**src/crcu_pkg.sv**
```systemverilog
// constants, field layout and helpers of the checksum calculation unit
// Behaviour
// - data register writes feed the checksum; reads return latest result; resets all ones
// - narrower data sizes use the low-order bits of the data register
// - 8-bit scratch byte in bits 7:0, upper bits reserved, resets to zero
// - scratch byte survives the control-triggered checksum reset
// - control bit 7 bit-reverses the result read back
// - control bits 6:5 pick input reversal: none, byte, half-word, word
// - control bits 4:3 pick generator width: 32, 16, 8 or 7 bits
// - writing one to control bit 0 reloads checksum from start value
// - reset bit only settable, hardware clears it, writing zero does nothing
// - 32-bit start value register, resets all ones, seeds each computation
// - 32-bit generator register, resets to 0x04C11DB7, used for all computation
// - any start value write loads it immediately as the running checksum
// - word write takes 4 cycles, half-word 2, byte 1
// - data register takes word, half, byte accesses; others word only
// - each write combines previous checksum with input, byte by byte
package crcu_pkg;
  // ==========================================================
  // register offsets
  localparam logic [7:0] OFF_DATA = 8'h00;
  localparam logic [7:0] OFF_SCRATCH = 8'h04;
  localparam logic [7:0] OFF_CTRL = 8'h08;
  localparam logic [7:0] OFF_START = 8'h10;
  localparam logic [7:0] OFF_GEN = 8'h14;
  // ==========================================================
  // reset values
  localparam logic [31:0] RST_DATA = 32'hFFFF_FFFF;
  localparam logic [7:0] RST_SCRATCH = 8'h00;
  localparam logic [7:0] RST_CTRL = 8'h00;
  localparam logic [31:0] RST_START = 32'hFFFF_FFFF;
  localparam logic [31:0] RST_GEN = 32'h04C1_1DB7;
  // ==========================================================
  // control fields
  localparam int CTRL_FLIP_OUT = 7;
  localparam int CTRL_FLIP_IN_HI = 6;
  localparam int CTRL_FLIP_IN_LO = 5;
  localparam int CTRL_GW_HI = 4;
  localparam int CTRL_GW_LO = 3;
  localparam int CTRL_RESET = 0;
  localparam logic [7:0] CTRL_WR_MASK = 8'hF8;
  // input reversal modes
  localparam logic [1:0] FLIP_NONE = 2'b00;
  localparam logic [1:0] FLIP_BYTE = 2'b01;
  localparam logic [1:0] FLIP_HALF = 2'b10;
  localparam logic [1:0] FLIP_WORD = 2'b11;
  // generator widths
  localparam logic [1:0] GW_32 = 2'b00;
  localparam logic [1:0] GW_16 = 2'b01;
  localparam logic [1:0] GW_8 = 2'b10;
  localparam logic [1:0] GW_7 = 2'b11;
  // access sizes
  localparam logic [1:0] SZ_BYTE = 2'b00;
  localparam logic [1:0] SZ_HALF = 2'b01;
  localparam logic [1:0] SZ_WORD = 2'b10;
  // bytes per access, one engine cycle each
  localparam logic [2:0] STEPS_BYTE = 3'd1;
  localparam logic [2:0] STEPS_HALF = 3'd2;
  localparam logic [2:0] STEPS_WORD = 3'd4;

  // ==========================================================
  // number of significant bits for a generator width code
  function automatic int gen_bits(input logic [1:0] code);
    int n;
    n = 32;
    case (code)
      GW_16: n = 16;
      GW_8: n = 8;
      GW_7: n = 7;
      default: n = 32;
    endcase
    return n;
  endfunction

  // reverse the low n bits, zero above
  function automatic logic [31:0] rev_low(input logic [31:0] x, input int n);
    logic [31:0] r;
    r = 32'h0000_0000;
    for (int i = 0; i < 32; i++) begin
      if (i < n) begin
        r[i] = x[n - 1 - i];
      end
    end
    return r;
  endfunction
endpackage

```
**src/crcu_top.sv**
```systemverilog
// checksum calculation unit with its register set
`timescale 1ns/1ns
module crcu_top (
  // clock and reset
  input wire logic clk,
  input wire logic sys_rst,
  // register access, request held until acknowledge
  input wire logic reg_req,
  input wire logic reg_we,
  input wire logic [7:0] reg_addr,
  input wire logic [1:0] reg_size,
  input wire logic [31:0] reg_wdata,
  // register answer
  output logic [31:0] reg_rdata,
  output logic reg_ack,
  output logic reg_err
);
  typedef enum logic [0:0] {ENG_IDLE, ENG_RUN} crcu_eng_t;

  // ==========================================================
  // state
  logic [31:0] crc_q, crc_d;
  logic [7:0] scratch_q, scratch_d;
  logic [7:0] ctrl_q, ctrl_d;
  logic [31:0] start_q, start_d;
  logic [31:0] gen_q, gen_d;
  crcu_eng_t eng_q, eng_d;
  logic [31:0] cur_q, cur_d;
  logic [2:0] left_q, left_d;
  logic buf_vld_q, buf_vld_d;
  logic [31:0] buf_q, buf_d;
  logic [2:0] buf_n_q, buf_n_d;
  logic [31:0] rdata_q, rdata_d;
  logic ack_q, ack_d;
  logic err_q, err_d;
  logic [31:0] step_out;

  // ==========================================================
  // byte engine, top byte of the current word each cycle
  crcu_byte_step u_step (
    .crc_in(crc_q),
    .data_in(cur_q[31:24]),
    .generator_bits(gen_q),
    .generator_width(ctrl_q[crcu_pkg::CTRL_GW_HI:crcu_pkg::CTRL_GW_LO]),
    .crc_out(step_out)
  );

  // left-aligned, reversed input word for a data write
  function automatic logic [31:0] prep_input(input logic [31:0] d, input logic [1:0] sz, input logic [1:0] mode);
    logic [31:0] r;
    int x;
    r = d;
    // input reversal; xor on the bit index flips order inside each chunk
    case (mode)
      crcu_pkg::FLIP_BYTE: x = 7;
      crcu_pkg::FLIP_HALF: x = 15;
      crcu_pkg::FLIP_WORD: x = 31;
      default: x = 0;
    endcase
    // chunk never wider than the written data
    if (sz == crcu_pkg::SZ_HALF && x > 15) begin
      x = 15;
    end else if (sz == crcu_pkg::SZ_BYTE && x > 7) begin
      x = 7;
    end
    for (int i = 0; i < 32; i++) begin
      r[i] = d[i ^ x];
    end
    if (sz == crcu_pkg::SZ_HALF) begin
      r = {r[15:0], 16'h0000};
    end else if (sz == crcu_pkg::SZ_BYTE) begin
      r = {r[7:0], 24'h00_0000};
    end
    return r;
  endfunction

  // ==========================================================
  // next state of registers, engine and bus answer
  always_comb begin
    logic hit;
    logic word_ok;
    logic [2:0] steps;
    logic [31:0] prepped;
    logic eng_free;
    crc_d = crc_q;
    scratch_d = scratch_q;
    ctrl_d = ctrl_q;
    start_d = start_q;
    gen_d = gen_q;
    eng_d = eng_q;
    cur_d = cur_q;
    left_d = left_q;
    buf_vld_d = buf_vld_q;
    buf_d = buf_q;
    buf_n_d = buf_n_q;
    rdata_d = 32'h0000_0000;
    ack_d = 1'b0;
    err_d = 1'b0;
    eng_free = 1'b0;
    hit = reg_req && !ack_q;
    word_ok = (reg_size == crcu_pkg::SZ_WORD);
    steps = crcu_pkg::STEPS_WORD;
    if (reg_size == crcu_pkg::SZ_HALF) begin
      steps = crcu_pkg::STEPS_HALF;
    end else if (reg_size == crcu_pkg::SZ_BYTE) begin
      steps = crcu_pkg::STEPS_BYTE;
    end
    prepped = prep_input(reg_wdata, reg_size, ctrl_q[crcu_pkg::CTRL_FLIP_IN_HI:crcu_pkg::CTRL_FLIP_IN_LO]);

    // one byte per cycle, combine byte by byte
    // free also on the last byte with nothing buffered, so a write then starts at once
    if (eng_q == ENG_RUN) begin
      crc_d = step_out;
      cur_d = {cur_q[23:0], 8'h00};
      left_d = left_q - 3'd1;
      if (left_q == 3'd1) begin
        if (buf_vld_q) begin
          cur_d = buf_q;
          left_d = buf_n_q;
          buf_vld_d = 1'b0;
        end else begin
          eng_d = ENG_IDLE;
          eng_free = 1'b1;
        end
      end
    end else begin
      eng_free = 1'b1;
    end

    if (hit) begin
      case (reg_addr)
        crcu_pkg::OFF_DATA: begin
          if (reg_size > crcu_pkg::SZ_WORD) begin
            ack_d = 1'b1;
            err_d = 1'b1;
          end else if (reg_we) begin
            // feed written value, input buffer absorbs one extra write
            // buffering on the last byte would strand the word with the engine idle
            if (eng_free) begin
              eng_d = ENG_RUN;
              cur_d = prepped;
              left_d = steps;
              ack_d = 1'b1;
            end else if (!buf_vld_q) begin
              buf_vld_d = 1'b1;
              buf_d = prepped;
              buf_n_d = steps;
              ack_d = 1'b1;
            end
          end else if (eng_q == ENG_IDLE) begin
            ack_d = 1'b1;
            if (ctrl_q[crcu_pkg::CTRL_FLIP_OUT]) begin
              rdata_d = crcu_pkg::rev_low(crc_q, crcu_pkg::gen_bits(ctrl_q[crcu_pkg::CTRL_GW_HI:crcu_pkg::CTRL_GW_LO]));
            end else begin
              rdata_d = crc_q;
            end
          end
        end
        crcu_pkg::OFF_SCRATCH: begin
          ack_d = 1'b1;
          err_d = !word_ok;
          if (word_ok && reg_we) begin
            scratch_d = reg_wdata[7:0];
          end
          rdata_d = {24'h00_0000, scratch_q};
        end
        crcu_pkg::OFF_CTRL: begin
          ack_d = 1'b1;
          err_d = !word_ok;
          if (word_ok && reg_we) begin
            ctrl_d = reg_wdata[7:0] & crcu_pkg::CTRL_WR_MASK;
            // set-only reset, cleared at once; scratch untouched
            if (reg_wdata[crcu_pkg::CTRL_RESET]) begin
              crc_d = start_q;
              eng_d = ENG_IDLE;
              left_d = 3'd0;
              buf_vld_d = 1'b0;
            end
          end
          rdata_d = {24'h00_0000, ctrl_q};
        end
        crcu_pkg::OFF_START: begin
          ack_d = 1'b1;
          err_d = !word_ok;
          // start value, immediate load into checksum
          if (word_ok && reg_we) begin
            start_d = reg_wdata;
            crc_d = reg_wdata;
            eng_d = ENG_IDLE;
            left_d = 3'd0;
            buf_vld_d = 1'b0;
          end
          rdata_d = start_q;
        end
        crcu_pkg::OFF_GEN: begin
          ack_d = 1'b1;
          err_d = !word_ok;
          if (word_ok && reg_we) begin
            gen_d = reg_wdata;
          end
          rdata_d = gen_q;
        end
        default: begin
          // unmapped offset answers with error and zero
          ack_d = 1'b1;
          err_d = 1'b1;
        end
      endcase
      if (err_d) begin
        rdata_d = 32'h0000_0000;
      end
    end
    if (!ack_d || reg_we) begin
      rdata_d = (ack_d && !reg_we) ? rdata_d : 32'h0000_0000;
    end
  end

  // ==========================================================
  // registers only
  always_ff @(posedge clk) begin
    if (sys_rst) begin
      crc_q <= crcu_pkg::RST_DATA;
      scratch_q <= crcu_pkg::RST_SCRATCH;
      ctrl_q <= crcu_pkg::RST_CTRL;
      start_q <= crcu_pkg::RST_START;
      gen_q <= crcu_pkg::RST_GEN;
      eng_q <= ENG_IDLE;
      cur_q <= 32'h0000_0000;
      left_q <= 3'd0;
      buf_vld_q <= 1'b0;
      buf_q <= 32'h0000_0000;
      buf_n_q <= 3'd0;
      rdata_q <= 32'h0000_0000;
      ack_q <= 1'b0;
      err_q <= 1'b0;
    end else begin
      crc_q <= crc_d;
      scratch_q <= scratch_d;
      ctrl_q <= ctrl_d;
      start_q <= start_d;
      gen_q <= gen_d;
      eng_q <= eng_d;
      cur_q <= cur_d;
      left_q <= left_d;
      buf_vld_q <= buf_vld_d;
      buf_q <= buf_d;
      buf_n_q <= buf_n_d;
      rdata_q <= rdata_d;
      ack_q <= ack_d;
      err_q <= err_d;
    end
  end

  // answer straight from flops
  assign reg_rdata = rdata_q;
  assign reg_ack = ack_q;
  assign reg_err = err_q;
endmodule

```
**src/crcu_byte_step.sv**
```systemverilog
// one byte of msb-first checksum division
`timescale 1ns/1ns
module crcu_byte_step (
  // running value and input
  input wire logic [31:0] crc_in,
  input wire logic [7:0] data_in,
  // generator setup
  input wire logic [31:0] generator_bits,
  input wire logic [1:0] generator_width,
  // result
  output logic [31:0] crc_out
);
  // ==========================================================
  // eight shift steps; unrolled by the tool, fits one cycle at 50 MHz
  always_comb begin
    logic [31:0] c;
    logic [31:0] mask;
    logic fb;
    int w;
    c = crc_in;
    w = crcu_pkg::gen_bits(generator_width);
    mask = (w == 32) ? 32'hFFFF_FFFF : ((32'h0000_0001 << w) - 32'h0000_0001);
    fb = 1'b0;
    for (int i = 7; i >= 0; i--) begin
      fb = c[w - 1] ^ data_in[i];
      c = (c << 1) & mask;
      if (fb) begin
        c = c ^ (generator_bits & mask);
      end
    end
    crc_out = c & mask;
  end
endmodule

```
**config.mk**
```make
export PLATFORM = sky130hd
export DESIGN_NAME = crcu_top
export DESIGN_NICKNAME = d
export VERILOG_FILES = /design/src/crcu_pkg.sv /design/src/crcu_top.sv /design/src/crcu_byte_step.sv
export SDC_FILE = /design/constraint.sdc
export NUM_CORES = 1
export LEC_CHECK = 0
export ABC_AREA = 0
export BUFFER_PORTS_ARGS = -buffer_cell sky130_fd_sc_hd__buf_2
export CORE_UTILIZATION = 55
export DETAILED_ROUTE_END_ITERATION = 6
export PLACE_DENSITY = 0.78
export SLEW_MARGIN = 40
export SYNTH_ARGS = -nofsm -noshare
export SYNTH_HDL_FRONTEND = slang
export SYNTH_HIERARCHICAL = 1
export SYNTH_SLANG_ARGS = --single-unit
```
**constraint.sdc**
```tcl
create_clock -name clk -period 10.7 [get_ports clk]
set_input_delay 2.14 -clock clk [delete_from_list [all_inputs] [get_ports clk]]
set_output_delay 2.14 -clock clk [all_outputs]
set_load 0.05 [all_outputs]
```
==> metrics.yaml <==
status: "finished, violations left"
violations: "design-rule violations"
cts_max_level: 1
core_um2: 31800
io_buffer_count: 79
ctsResizeCount: 0
worst_pin_slew_ns: 0.8828
cp.required_ns: 11.10
netlist_instances: 2371
fin_worst_skew_ns: 0.02147
hold_buffers: 0
slowest_stage: "dfxtp_1"
synthTopCellsByArea: "dfxtp_1, nand2_1, xnor2_1"
synth-seq-area-share: 0.2403
async_flop_share: 0
arrival_ns: 10.01
layout-drive-gt1-share: 0.1229
setup_tns_ns: 0
cts_inserted_buffers: 25
min_path_cells: 2
vias: 18450
clk-insertion-delay-late_ns: 0.56
cp_top_family: "compound AO/OA/AOI/OAI gates"
grt_max_degree: 83
rsz0062_at_grt: "no"
die_x_um: 182.5
cts_root_buffer: "clkbuf_16"
yosysMostFrequentCell: "nand2_1"
crit_fanout: 32
synth_edf_count: 0
dp_slack_ns: 1.300
syn_area_um2: 17910
crit_type: "reg -> reg"
crit_cells: 32
post_drt_wl_per_cell_um: 23.89
syn_area_per_cell_um2: 7.555
cts_num_sinks: 215
die_area_um2: 33290
startpoint: "ctrl_q[3]$_SDFFE_PP0P_"
yosys_warnings: 6
p_seq_frac: 0.449
power_density_nw_per_um2: 93.49
combPwrFrac: 0.072
slew_headroom: 0.4079
timing.final.ws_setup_ns: 1.088
power.switching_mw: 0.4673
floorplan.initialDensity: 0.5633
hold_violations: 0
crit_buf_inv: 3
synthDistinctLibCells: 103
postCtsSetupBuffers: 0
rr_startpoint: "ctrl_q[3]$_SDFFE_PP0P_"
synth.net_count: 2427
io_pins: 80
synth_top_flop_cell: "dfxtp_1"
avgViaCountPerCell: 6.700
min_from: "buf_q[2]$_SDFFE_PP0P_"
synth_top_cell_area_share: 0.2403
cpPeakStageDelay_ns: 0.84
grt_pass1_wl_um: 100500
ir_drop_v: 0.0001218
drv_cap: 0
worstHoldPathType: "reg -> reg"
grt_antenna_before_repair: 1
first_iter_violations: 2795
post-route-period-util: 0.8983
worstSetupEndpointType: "register"
crit_path_start_kind: "register"
p_leak_nw: 7.063
track_usage: 0.3867
nets: 2356
firstDrtPassIters: 7
setup_violations: 0
intPower_mw: 1.320
path_clk_slew_ns: 0.06
rows: 65
n_antenna_cell: 0
drtAntennaViolNets: 0
drc: 7
synth_area_leader_cell: "dfxtp_1"
gr-total-overflow: 0
finalWeightedCongestion: 1.040
path_common_cell: "mux2i_1"
die_y_um: 182.5
ys_top_cells_by_count: "nand2_1, dfxtp_1, xnor2_1"
clockBufferDepth: 3
routed_wirelength_um: 65790
maxSlewViolCount: 0
cts_tree: "built"
area_growth_pct: 6.720
grt_pass1_vias: 17210
r2r_cells: 32
swShare: 0.2615
place_hpwl_um: 46380
min_period_ns: 9.612
ys_seq_elements: 215
power_frac_clock: 0.480
fmax_mhz: 104.0
## placed cells by master, fill, tap and decap left out, drive strengths merged, types with 25 or more instances in the layout
master | Yosys | routed
nor2b | 41 | 41
buf | 71 | 117
a22oi | 32 | 32
nand2b | 75 | 75
inv | 39 | 42
mux2i | 154 | 154
a221oi | 45 | 45
xor2 | 29 | 29
nand3 | 50 | 50
mux2 | 50 | 50
nor2 | 88 | 88
o22ai | 45 | 45
and3 | 25 | 25
a211oi | 29 | 29
xnor2 | 183 | 183
nor3 | 38 | 38
dfxtp | 215 | 215
nand2 | 485 | 485
clkbuf | 144 | 31
o211ai | 30 | 30
a21oi | 140 | 140
o21ai | 109 | 109
## layer usage
metal	routed length (µm)	vias up	global-route usage
li1	-	8245	-
met1	25080	8719	0.5055
met4	4011	0	0.2007
met2	28450	1224	0.5939
met3	8245	263	0.08761
met5	0	-	0
## final timing paths
check	to	slack [ns]
max	crc_q[10]$_SDFF_PP1_	1.09
min	buf_q[2]$_SDFFE_PP0P_	0.45
max reg2reg	crc_q[10]$_SDFF_PP1_	1.09
min reg2reg	buf_q[2]$_SDFFE_PP0P_	0.45
## metrics by stage
step	cell area [µm²]	cells	power [mW]	utilization	hold WS (ns)
CTS	19110	2754	1.783	0.6008	0.4547
global placement	18280	2708	0.9397	0.5749	0.4373
detailed placement	18290	2708	0.9404	0.5751	0.4456
floorplan	17910	2371	0.8915	-	0.4312
global route	19120	2754	1.822	0.6011	0.4805
finish	19120	2754	1.787	0.6011	0.4530
## layout make-up
type                       count  area [µm²]
fill                        2855       12680
multi-input combinational   1902       12610
sequential                   215        4313
timing repair buffer         117       686.9
clock buffer                  31       678.2
tap                          435       544.3
inverter                      39       146.4
clock inverter                15       141.4
## worst min-delay path: cells and delay by family (launching register included)
family          cells  cell delay (ns)
simple gates        1             0.05
compound gates      1             0.05
flops               1             0.31
## registers in the layout, summed over array words and instances, names as in the netlist
register   flops
buf_vld_q      1
reg_rdata     32
reg_ack        1
left_q         3
crc_q         32
gen_q         32
buf_n_q        3
cur_q         32
start_q       32
buf_q         32
reg_err        1
ctrl_q         5
scratch_q      8
eng_q          1
## kinds of logic after synthesis
group                    Yosys count  synth area share
AND/OR/NAND/NOR                  910            0.2429
buffers and inverters            254           0.05895
XOR/XNOR                         212            0.1041
multiplexers                     221            0.1389
flip-flops                       215            0.2403
adder cells (fa/ha/maj)           10          0.006985
AO/OA/AOI/OAI                    549            0.2080
## power groups by stage
stage | Sequential [mW] | Combinational [mW] | Clock [mW]
global route | 0.801 | 0.132 | 0.888
global placement | 0.820 | 0.120 | 0
detailed placement | 0.819 | 0.121 | 0
CTS | 0.802 | 0.122 | 0.860
finish | 0.802 | 0.128 | 0.857
floorplan | 0.821 | 0.0706 | 0
Note: power is estimated with default switching activity, not from simulation.
